--- config.mk ---
export PLATFORM = sky130hd
export DESIGN_NAME = iec_counter_top
export DESIGN_NICKNAME = d
export VERILOG_FILES = /design/src/hdl/iec_pkg.sv /design/src/hdl/iec_prescale.sv /design/src/hdl/iec_edge_detect.sv /design/src/hdl/iec_counter_top.sv
export VERILOG_INCLUDE_DIRS = /design/src /design/src/hdl
export SDC_FILE = /design/constraint.sdc
export NUM_CORES = 1
export LEC_CHECK = 0
export ABC_AREA = 1
export BUFFER_PORTS_ARGS = -buffer_cell sky130_fd_sc_hd__buf_2
export CORE_MARGIN = 8
export CORE_UTILIZATION = 50
export CTS_BUF_LIST = sky130_fd_sc_hd__clkbuf_8
export DETAILED_ROUTE_END_ITERATION = 10
export PLACE_DENSITY_LB_ADDON = 0.2
export SLEW_MARGIN = 30
export SYNTH_ARGS = -nofsm -noshare
export SYNTH_HDL_FRONTEND = slang
export SYNTH_SLANG_ARGS = --single-unit
--- constraint.sdc ---
create_clock -name CLK_I -period 5.3 [get_ports CLK_I]
set_input_delay 1.06 -clock CLK_I [delete_from_list [all_inputs] [get_ports CLK_I]]
set_output_delay 1.06 -clock CLK_I [all_outputs]
set_load 0.01 [all_outputs]
--- src/hdl/iec_cfg.svh ---
`ifndef IEC_CFG_SVH
`define IEC_CFG_SVH

`define IEC_ADDR_W          8
`define IEC_OFS_CTRL        8'h00
`define IEC_OFS_CMP0        8'h04
`define IEC_OFS_CMP1        8'h08
`define IEC_OFS_COUNT       8'h0C
`define IEC_OFS_STATUS      8'h10

`define IEC_CTRL_W          7
`define IEC_CTRL_RUN_POS    0
`define IEC_CTRL_MODE_LSB   1
`define IEC_CTRL_MODE_MSB   3
`define IEC_CTRL_EVSEL_POS  4
`define IEC_CTRL_FALL_POS   5
`define IEC_CTRL_MASK1_POS  6
`define IEC_STAT_TOG0_POS   0
`define IEC_STAT_TOG1_POS   1
`define IEC_STAT_RUN_POS    2

`define IEC_CTRL_RST        7'h00
`define IEC_CMP_RST         16'h0000
`define IEC_CNT_IDLE        16'hFFFF
`define IEC_CNT_ZERO        16'h0000
`define IEC_PRESC_DIV       1

`endif

--- src/hdl/iec_pkg.sv ---
`include "iec_cfg.svh"
package iec_pkg;

   typedef enum logic [2:0] {
      IEC_MODE_IVL = 3'h0,
      IEC_MODE_EVT = 3'h1
   } iec_mode_t;

   typedef enum logic [2:0] {
      IEC_ST_IDLE = 3'b001,
      IEC_ST_WAIT = 3'b010,
      IEC_ST_RUN  = 3'b100
   } iec_state_t;

   typedef struct packed {
      logic      mask1;
      logic      edge_fall;
      logic      evt_sel;
      iec_mode_t mode;
      logic      run;
   } iec_ctrl_t;

endpackage

--- src/hdl/iec_prescale.sv ---
`timescale 1ns/1ps
`default_nettype none
`include "iec_cfg.svh"
module iec_prescale #(
   parameter int unsigned DIV = `IEC_PRESC_DIV
) (
   input  wire logic clk_i,
   input  wire logic reset_i,
   output var  logic tick_o
);
   logic [15:0] cnt_q;

   if (DIV < 1 || DIV > 65536) begin : g_chk
      $error("iec_prescale: DIV out of range");
   end

   always_ff @(posedge clk_i) begin
      if (reset_i) begin
         cnt_q  <= 16'h0000;
         tick_o <= 1'b0;
      end else if (cnt_q == 16'(DIV - 1)) begin
         cnt_q  <= 16'h0000;
         tick_o <= 1'b1;
      end else begin
         cnt_q  <= cnt_q + 16'h0001;
         tick_o <= 1'b0;
      end
   end
endmodule // iec_prescale
`default_nettype wire

--- src/hdl/iec_edge_detect.sv ---
`timescale 1ns/1ps
`default_nettype none
module iec_edge_detect (
   input  wire logic clk_i,
   input  wire logic reset_i,
   input  wire logic pin_i,
   input  wire logic fall_sel_i,
   output var  logic edge_o
);
   logic sync1_q;
   logic sync2_q;
   logic prev_q;

   // Two-stage synchroniser, then one history stage for the edge
   always_ff @(posedge clk_i) begin
      if (reset_i) begin
         sync1_q <= 1'b0;
         sync2_q <= 1'b0;
         prev_q  <= 1'b0;
      end else begin
         sync1_q <= pin_i;
         sync2_q <= sync1_q;
         prev_q  <= sync2_q;
      end
   end

   // Only one polarity ever counts
   always_comb begin
      edge_o = fall_sel_i ? (prev_q & ~sync2_q) : (~prev_q & sync2_q);
   end
endmodule // iec_edge_detect
`default_nettype wire

--- src/hdl/iec_counter_top.sv ---
`timescale 1ns/1ps
`default_nettype none
`include "iec_cfg.svh"
module iec_counter_top #(
   parameter int unsigned PRESC_DIV = `IEC_PRESC_DIV
) (
   input  wire logic                   CLK_I,
   input  wire logic                   RESET_I,
   input  wire logic                   PSEL_I,
   input  wire logic                   PENABLE_I,
   input  wire logic                   PWRITE_I,
   input  wire logic [`IEC_ADDR_W-1:0] PADDR_I,
   input  wire logic [31:0]            PWDATA_I,
   output var  logic [31:0]            PRDATA_O,
   output var  logic                   PREADY_O,
   output var  logic                   PSLVERR_O,
   input  wire logic                   EVENT_INPUT_PIN_I,
   output var  logic                   TOGGLE_OUTPUT_ZERO_O,
   output var  logic                   TOGGLE_OUTPUT_ONE_O,
   output var  logic                   MATCH_IRQ_ZERO_O,
   output var  logic                   MATCH_IRQ_ONE_O,
   output var  logic                   OVERFLOW_IRQ_O
);

   iec_pkg::iec_ctrl_t  ctrl_q;
   iec_pkg::iec_state_t state_q;
   logic [15:0]         compare_reg_zero_q;
   logic [15:0]         compare_reg_one_q;
   logic [15:0]         compare_shadow_zero_q;
   logic [15:0]         compare_shadow_one_q;
   logic [15:0]         cnt_q;
   logic [15:0]         cnt_inc;
   logic                presc_tick;
   logic                event_edge;
   logic                tick;
   logic                ivl_mode;
   logic                evt_mode;
   logic                active;
   logic                running;
   logic                start_step;
   logic                hit0;
   logic                hit1;
   logic                apb_setup;
   logic                apb_wr;
   logic                wr_ctrl;
   logic                wr_cmp0;
   logic                wr_cmp1;
   logic [31:0]         rd_data;
   logic                rd_err;

   //---------------- Count sources
   iec_prescale #(
      .DIV (PRESC_DIV)
   ) u_presc (
      .clk_i   (CLK_I),
      .reset_i (RESET_I),
      .tick_o  (presc_tick)
   );

   iec_edge_detect u_edge (
      .clk_i      (CLK_I),
      .reset_i    (RESET_I),
      .pin_i      (EVENT_INPUT_PIN_I),
      .fall_sel_i (ctrl_q.edge_fall),
      .edge_o     (event_edge)
   );

   always_comb begin
      ivl_mode = (ctrl_q.mode == iec_pkg::IEC_MODE_IVL);
      evt_mode = (ctrl_q.mode == iec_pkg::IEC_MODE_EVT);
      active   = ctrl_q.run & (ivl_mode | evt_mode);
      // Event edges drive event mode, or interval mode when selected
      tick     = (evt_mode | ctrl_q.evt_sel) ? event_edge : presc_tick;
      running  = active & (state_q == iec_pkg::IEC_ST_RUN);
      start_step = active & (state_q == iec_pkg::IEC_ST_WAIT) & tick;
      cnt_inc  = cnt_q + 16'h0001;
   end

   // Interval mode matches on the clearing count; event mode on the count that reaches the buffer
   always_comb begin
      hit0 = 1'b0;
      hit1 = 1'b0;
      if (running && tick) begin
         if (evt_mode) begin
            hit0 = (cnt_inc == compare_shadow_zero_q);
            hit1 = (cnt_inc == compare_shadow_one_q);
         end else begin
            hit0 = (cnt_q == compare_shadow_zero_q);
            hit1 = (cnt_q == compare_shadow_one_q);
         end
      end
   end

   //---------------- APB slave
   always_comb begin
      apb_setup = PSEL_I & ~PENABLE_I;
      apb_wr    = PSEL_I & PENABLE_I & PWRITE_I & PREADY_O;
      wr_ctrl   = apb_wr & (PADDR_I == `IEC_OFS_CTRL);
      wr_cmp0   = apb_wr & (PADDR_I == `IEC_OFS_CMP0);
      wr_cmp1   = apb_wr & (PADDR_I == `IEC_OFS_CMP1);
   end

   always_comb begin
      rd_data = 32'h0000_0000;
      rd_err  = 1'b0;
      unique case (PADDR_I)
         `IEC_OFS_CTRL:   rd_data[`IEC_CTRL_W-1:0] = ctrl_q;
         `IEC_OFS_CMP0:   rd_data[15:0] = compare_reg_zero_q;
         `IEC_OFS_CMP1:   rd_data[15:0] = compare_reg_one_q;
         // Stopped counter reads as zero although it holds FFFFH
         `IEC_OFS_COUNT:  rd_data[15:0] = running ? cnt_q : `IEC_CNT_ZERO;
         `IEC_OFS_STATUS: begin
            rd_data[`IEC_STAT_TOG0_POS] = TOGGLE_OUTPUT_ZERO_O;
            rd_data[`IEC_STAT_TOG1_POS] = TOGGLE_OUTPUT_ONE_O;
            rd_data[`IEC_STAT_RUN_POS]  = running;
         end
         default:         rd_err = 1'b1;
      endcase
   end

   // One-cycle ready in the first access cycle
   always_ff @(posedge CLK_I) begin
      if (RESET_I) begin
         PREADY_O  <= 1'b0;
         PRDATA_O  <= 32'h0000_0000;
         PSLVERR_O <= 1'b0;
      end else begin
         PREADY_O <= apb_setup;
         if (apb_setup) begin
            PRDATA_O  <= PWRITE_I ? 32'h0000_0000 : rd_data;
            PSLVERR_O <= rd_err;
         end else begin
            PRDATA_O  <= 32'h0000_0000;
            PSLVERR_O <= 1'b0;
         end
      end
   end

   always_ff @(posedge CLK_I) begin
      if (RESET_I) begin
         ctrl_q <= iec_pkg::iec_ctrl_t'(`IEC_CTRL_RST);
      end else if (wr_ctrl) begin
         ctrl_q <= iec_pkg::iec_ctrl_t'(PWDATA_I[`IEC_CTRL_W-1:0]);
      end
   end

   always_ff @(posedge CLK_I) begin
      if (RESET_I) begin
         compare_reg_zero_q <= `IEC_CMP_RST;
         compare_reg_one_q  <= `IEC_CMP_RST;
      end else begin
         if (wr_cmp0) begin
            compare_reg_zero_q <= PWDATA_I[15:0];
         end
         if (wr_cmp1) begin
            compare_reg_one_q <= PWDATA_I[15:0];
         end
      end
   end

   //---------------- Compare buffers: loaded at start, rewritten at once while running
   always_ff @(posedge CLK_I) begin
      if (RESET_I) begin
         compare_shadow_zero_q <= `IEC_CMP_RST;
         compare_shadow_one_q  <= `IEC_CMP_RST;
      end else if (active && state_q == iec_pkg::IEC_ST_IDLE) begin
         compare_shadow_zero_q <= compare_reg_zero_q;
         compare_shadow_one_q  <= compare_reg_one_q;
      end else if (active) begin
         if (wr_cmp0) begin
            compare_shadow_zero_q <= PWDATA_I[15:0];
         end
         if (wr_cmp1) begin
            compare_shadow_one_q <= PWDATA_I[15:0];
         end
      end
   end

   //---------------- Sequencer
   always_ff @(posedge CLK_I) begin
      if (RESET_I) begin
         state_q <= iec_pkg::IEC_ST_IDLE;
      end else if (!active) begin
         state_q <= iec_pkg::IEC_ST_IDLE;
      end else begin
         unique case (state_q)
            iec_pkg::IEC_ST_IDLE: begin
               state_q <= evt_mode ? iec_pkg::IEC_ST_RUN : iec_pkg::IEC_ST_WAIT;
            end
            iec_pkg::IEC_ST_WAIT: begin
               if (tick) begin
                  state_q <= iec_pkg::IEC_ST_RUN;
               end
            end
            iec_pkg::IEC_ST_RUN: begin
               state_q <= iec_pkg::IEC_ST_RUN;
            end
            default: begin
               state_q <= iec_pkg::IEC_ST_IDLE;
            end
         endcase
      end
   end

   //---------------- Counter
   always_ff @(posedge CLK_I) begin
      if (RESET_I || !active) begin
         cnt_q <= `IEC_CNT_IDLE;
      end else if (state_q == iec_pkg::IEC_ST_IDLE) begin
         cnt_q <= evt_mode ? `IEC_CNT_ZERO : `IEC_CNT_IDLE;
      end else if (start_step) begin
         cnt_q <= `IEC_CNT_ZERO;
      end else if (running && tick) begin
         if (cnt_q == compare_shadow_zero_q) begin
            cnt_q <= `IEC_CNT_ZERO;
         end else begin
            // Plain wrap past FFFFH when the buffer lies behind the count
            cnt_q <= cnt_inc;
         end
      end
   end

   //---------------- Outputs
   always_ff @(posedge CLK_I) begin
      if (RESET_I) begin
         TOGGLE_OUTPUT_ZERO_O <= 1'b0;
         TOGGLE_OUTPUT_ONE_O  <= 1'b0;
      end else if (ivl_mode) begin
         if (start_step || hit0) begin
            TOGGLE_OUTPUT_ZERO_O <= ~TOGGLE_OUTPUT_ZERO_O;
         end
         if (hit1) begin
            TOGGLE_OUTPUT_ONE_O <= ~TOGGLE_OUTPUT_ONE_O;
         end
      end
   end

   always_ff @(posedge CLK_I) begin
      if (RESET_I) begin
         MATCH_IRQ_ZERO_O <= 1'b0;
         MATCH_IRQ_ONE_O  <= 1'b0;
         OVERFLOW_IRQ_O   <= 1'b0;
      end else begin
         MATCH_IRQ_ZERO_O <= hit0;
         MATCH_IRQ_ONE_O  <= hit1 & ~ctrl_q.mask1;
         // Neither mode ever signals overflow, not even on the FFFFH wrap
         OVERFLOW_IRQ_O   <= 1'b0;
      end
   end
endmodule // iec_counter_top
`default_nettype wire

==> out/results.txt <==
Final Skew: 0.009377 ns
final wirelength: 20.72 mm
CP Launch Type: input pin
Crit. End Element: flop
# diodes: 0
Setup CP Type: in -> reg
Reg2Reg Depth: 8
largest net degree at the start of global routing: 37
post-route ant nets: 0
worst slew pin tran: 0.8655 ns
die area: 18,710 µm²
EDFF count, synth: 0
Seq pwr share: 53.9%
TritonCTS Buffers: 17
vias post-DR: 7,211
FP Rows: 44
Synth area leaders: dfxtp_1, nand2_1, inv_1, o21ai_0, nand3_1
first drt pass iteration count: 5
r2r setup slk: 2.45 ns
GRT Resource Usage Total: 22.69%
area grow syn2layout: 7.906%
Comb power frac: 3.1%
run status: complete, no violations
synthesized instance count: 1,107
NetSw: 0.4583 mW
sequential cell area fraction in the yosys report: 36.22%
Starting Density: 50.77%
FMAX: 348.9 MHz
maximum VDD drop: 0.2951 mV
setup_tns: 0 ns
Post-route DRC: 0
DIE WIDTH: 136.8 µm
worst relative slew slack: 42.24%
Worst Path Required: 5.64 ns
internal power: 1.386 mW
Min-Delay Startpoint: u_edge.sync1_q
share of cells above drive strength 1: 9.773%
clk slew on worst S/H paths: 0.08 ns
crit-path max FO: 8
Fillers: 1,445
Finished Layout Cells: 1,330
Most used DFF post-synth: dfxtp_1
vias in the first global route: 6,548
clock power share: 43.0%
Max Cap Viol: 0
hold endpoint: u_edge.sync2_q
yosys warns: 0
Final Hold Vio Count: 0
most common cell after layout, fill and taps aside: nand2_1
Period Utilization, post-route: 54.08%
final setup vio count: 0
FF-to-FF End: compare_shadow_one_q[4]
min Tclk post-route: 2.866 ns
worst path arrival time: 3.21 ns
post-layout util: 54.79%
post-synth top area cell: dfxtp_1
r2r startpoint: ctrl_q[3]
cts repair resizes: 0
# IOs: 85
DRC violation total after the first TritonRoute iteration: 747
first-pass GRT wire length: 33.54 mm
H-Tree Depth: 4
Pwr Total: 1.844 mW
WL/cell: 15.58 µm
PortBufs: 51
synthesized area per cell: 6.591 µm²
dpl hpwl: 15.13 mm
Core Region: 14,370 µm²
Largest stage delay, worst path: 0.46 ns
Setup Buffers After CTS: 0
PD cells: 234.3 nW/µm²
Synth top area share: 36.22%
placed cell count: 1,300
switching portion of total power: 24.85%
Async SR Flop Fraction: 0%
drt via density: 5.422
Hold-fix buffers, CTS: 0
Yosys cell types: 49
worst hold path type: reg -> reg
max-slew violations: 0
CTS root buf: clkbuf_8
worst hold stages: 2
Nets: 1,184
most frequent cells in the layout: nand2_1, dfxtp_1, inv_1, nor2_1, o21ai_0
RSZ-0062 raised after global routing: no
Sink Count: 132
die height: 136.8 µm
register bit total from synthesis: 132
Pleak: 3.399 nW
CP cell instances: buf_2 > nor2_1 > inv_1 > nor3_1 > inv_1 > nor2_1 > inv_1 > nor2_1 > inv_1 > o21ai_0 > a21oi_1
Congestion Overflow GR: 0
clock latency on the worst-skew pair: 0.46 ns
CTS Buffer Depth: 2
TritonCTS clock tree: yes
GPL Wtd Cong: 0.9288
Post-Syn Area: 7296 µm²
antenna violations before repair: 0
Slowest-stage cell, CP: nor2_1
most used cell, CP: inv_1
-- layer usage --
layer / vias up / global-route usage (%) / share of wire, %
li1: 3670 / - / -
met1: 3289 / 29.85 / 46
met2: 210 / 35.90 / 45
met3: 42 / 4.369 / 6.1
met4: 0 / 8.932 / 2.5
met5: - / 0 / 0
-- sequential cells by signal (all words and copies together) (netlist names) --
| name | cells |
|---|---|
| MATCH_IRQ_ONE_O | 1 |
| MATCH_IRQ_ZERO_O | 1 |
| PRDATA_O | 16 |
| PREADY_O | 1 |
| PSLVERR_O | 1 |
| TOGGLE_OUTPUT_ONE_O | 1 |
| TOGGLE_OUTPUT_ZERO_O | 1 |
| cnt_q | 16 |
| compare_reg_one_q | 16 |
| compare_reg_zero_q | 16 |
| compare_shadow_one_q | 16 |
| compare_shadow_zero_q | 16 |
| ctrl_q | 7 |
| state_q | 3 |
| u_edge.prev_q | 1 |
| u_edge.sync1_q | 1 |
| u_edge.sync2_q | 1 |
| u_presc.cnt_q | 16 |
| u_presc.tick_o | 1 |
-- worst max-delay path by stage --
stage | endpoint | slack, ns | cells after the start | startpoint
after floorplan | compare_shadow_one_q[12] | 2.73 | 11 | PADDR_I[1]
final | ctrl_q[4] | 2.43 | 11 | PADDR_I[1]
after global routing | ctrl_q[4] | 2.14 | 11 | PADDR_I[1]
after global placement | ctrl_q[4] | 2.01 | 11 | PADDR_I[1]
after CTS | compare_shadow_one_q[4] | 2.12 | 8 | ctrl_q[3]
after detailed placement | ctrl_q[4] | 2.04 | 11 | PADDR_I[1]
-- power groups by stage --
| stage | sequential [mW] | combinational [mW] | clock [mW] |
|---|---|---|---|
| floorplan | 1.02 | 0.0383 | 0 |
| global placement | 1.02 | 0.0559 | 0 |
| detailed placement | 1.02 | 0.0562 | 0 |
| CTS | 0.993 | 0.0563 | 0.802 |
| global route | 0.993 | 0.0635 | 0.849 |
| finish | 0.993 | 0.0572 | 0.794 |
-- stage by stage --
stage | hold slack, ns | setup slack (ns) | instance area [µm²]
finish | 0.4142 | 2.434 | 7873
floorplan | 0.3883 | 2.725 | 7356
CTS | 0.4162 | 2.121 | 7868
global placement | 0.4029 | 2.010 | 7508
detailed placement | 0.4025 | 2.039 | 7511
global route | 0.4521 | 2.136 | 7873
-- synth_stat cells (3+ instances only) --
cell type / count
nor3b_1: 3
clkbuf_1: 23
nor3_1: 17
a31oi_1: 23
buf_6: 5
nand2_1: 280
nor2_1: 92
ha_1: 3
nor4_1: 3
xnor2_1: 9
o221ai_1: 3
xor2_1: 15
o21ai_0: 84
o21ai_1: 25
nand3_1: 79
a21oi_1: 78
a221oi_1: 5
nor2_2: 6
dfxtp_1: 132
nand3b_1: 4
buf_2: 10
a22oi_1: 3
nand4_1: 22
inv_1: 122
inv_2: 5
o22ai_1: 3
a41oi_1: 3
buf_4: 23
-- layout make-up --
type | count | area [µm²] | area share (%)
Sequential cell | 132 | 2643 | 33.57
Clock buffer | 18 | 247.7 | 3.147
Tap cell | 184 | 230.2 | 2.924
Multi-Input combinational cell | 797 | 3850 | 48.90
Clock inverter | 12 | 108.9 | 1.383
Timing Repair Buffer | 57 | 300.3 | 3.814
Inverter | 130 | 493.0 | 6.262
-- critical path: cells and delay by family --
family	cells	cell delay, ns
buf+inv	5	0.72
simple gates	4	1.17
compound gates	2	0.25
-- cell families (layout without fill, tap and decap cells) --
family	count (synthesis)	in the layout	share of synthesized area, %
adders and majority gates	3	3	0.5145
DFF	132	132	36.22
other	1	17	0.05140
buffers and inverters	194	217	11.94
xor gates and xnor gates	24	24	2.881
AOI/OAI and AO/OA	235	235	17.68
and+or+nand+nor	518	518	30.72
No activity file was read; power rests on OpenSTA's default activity.
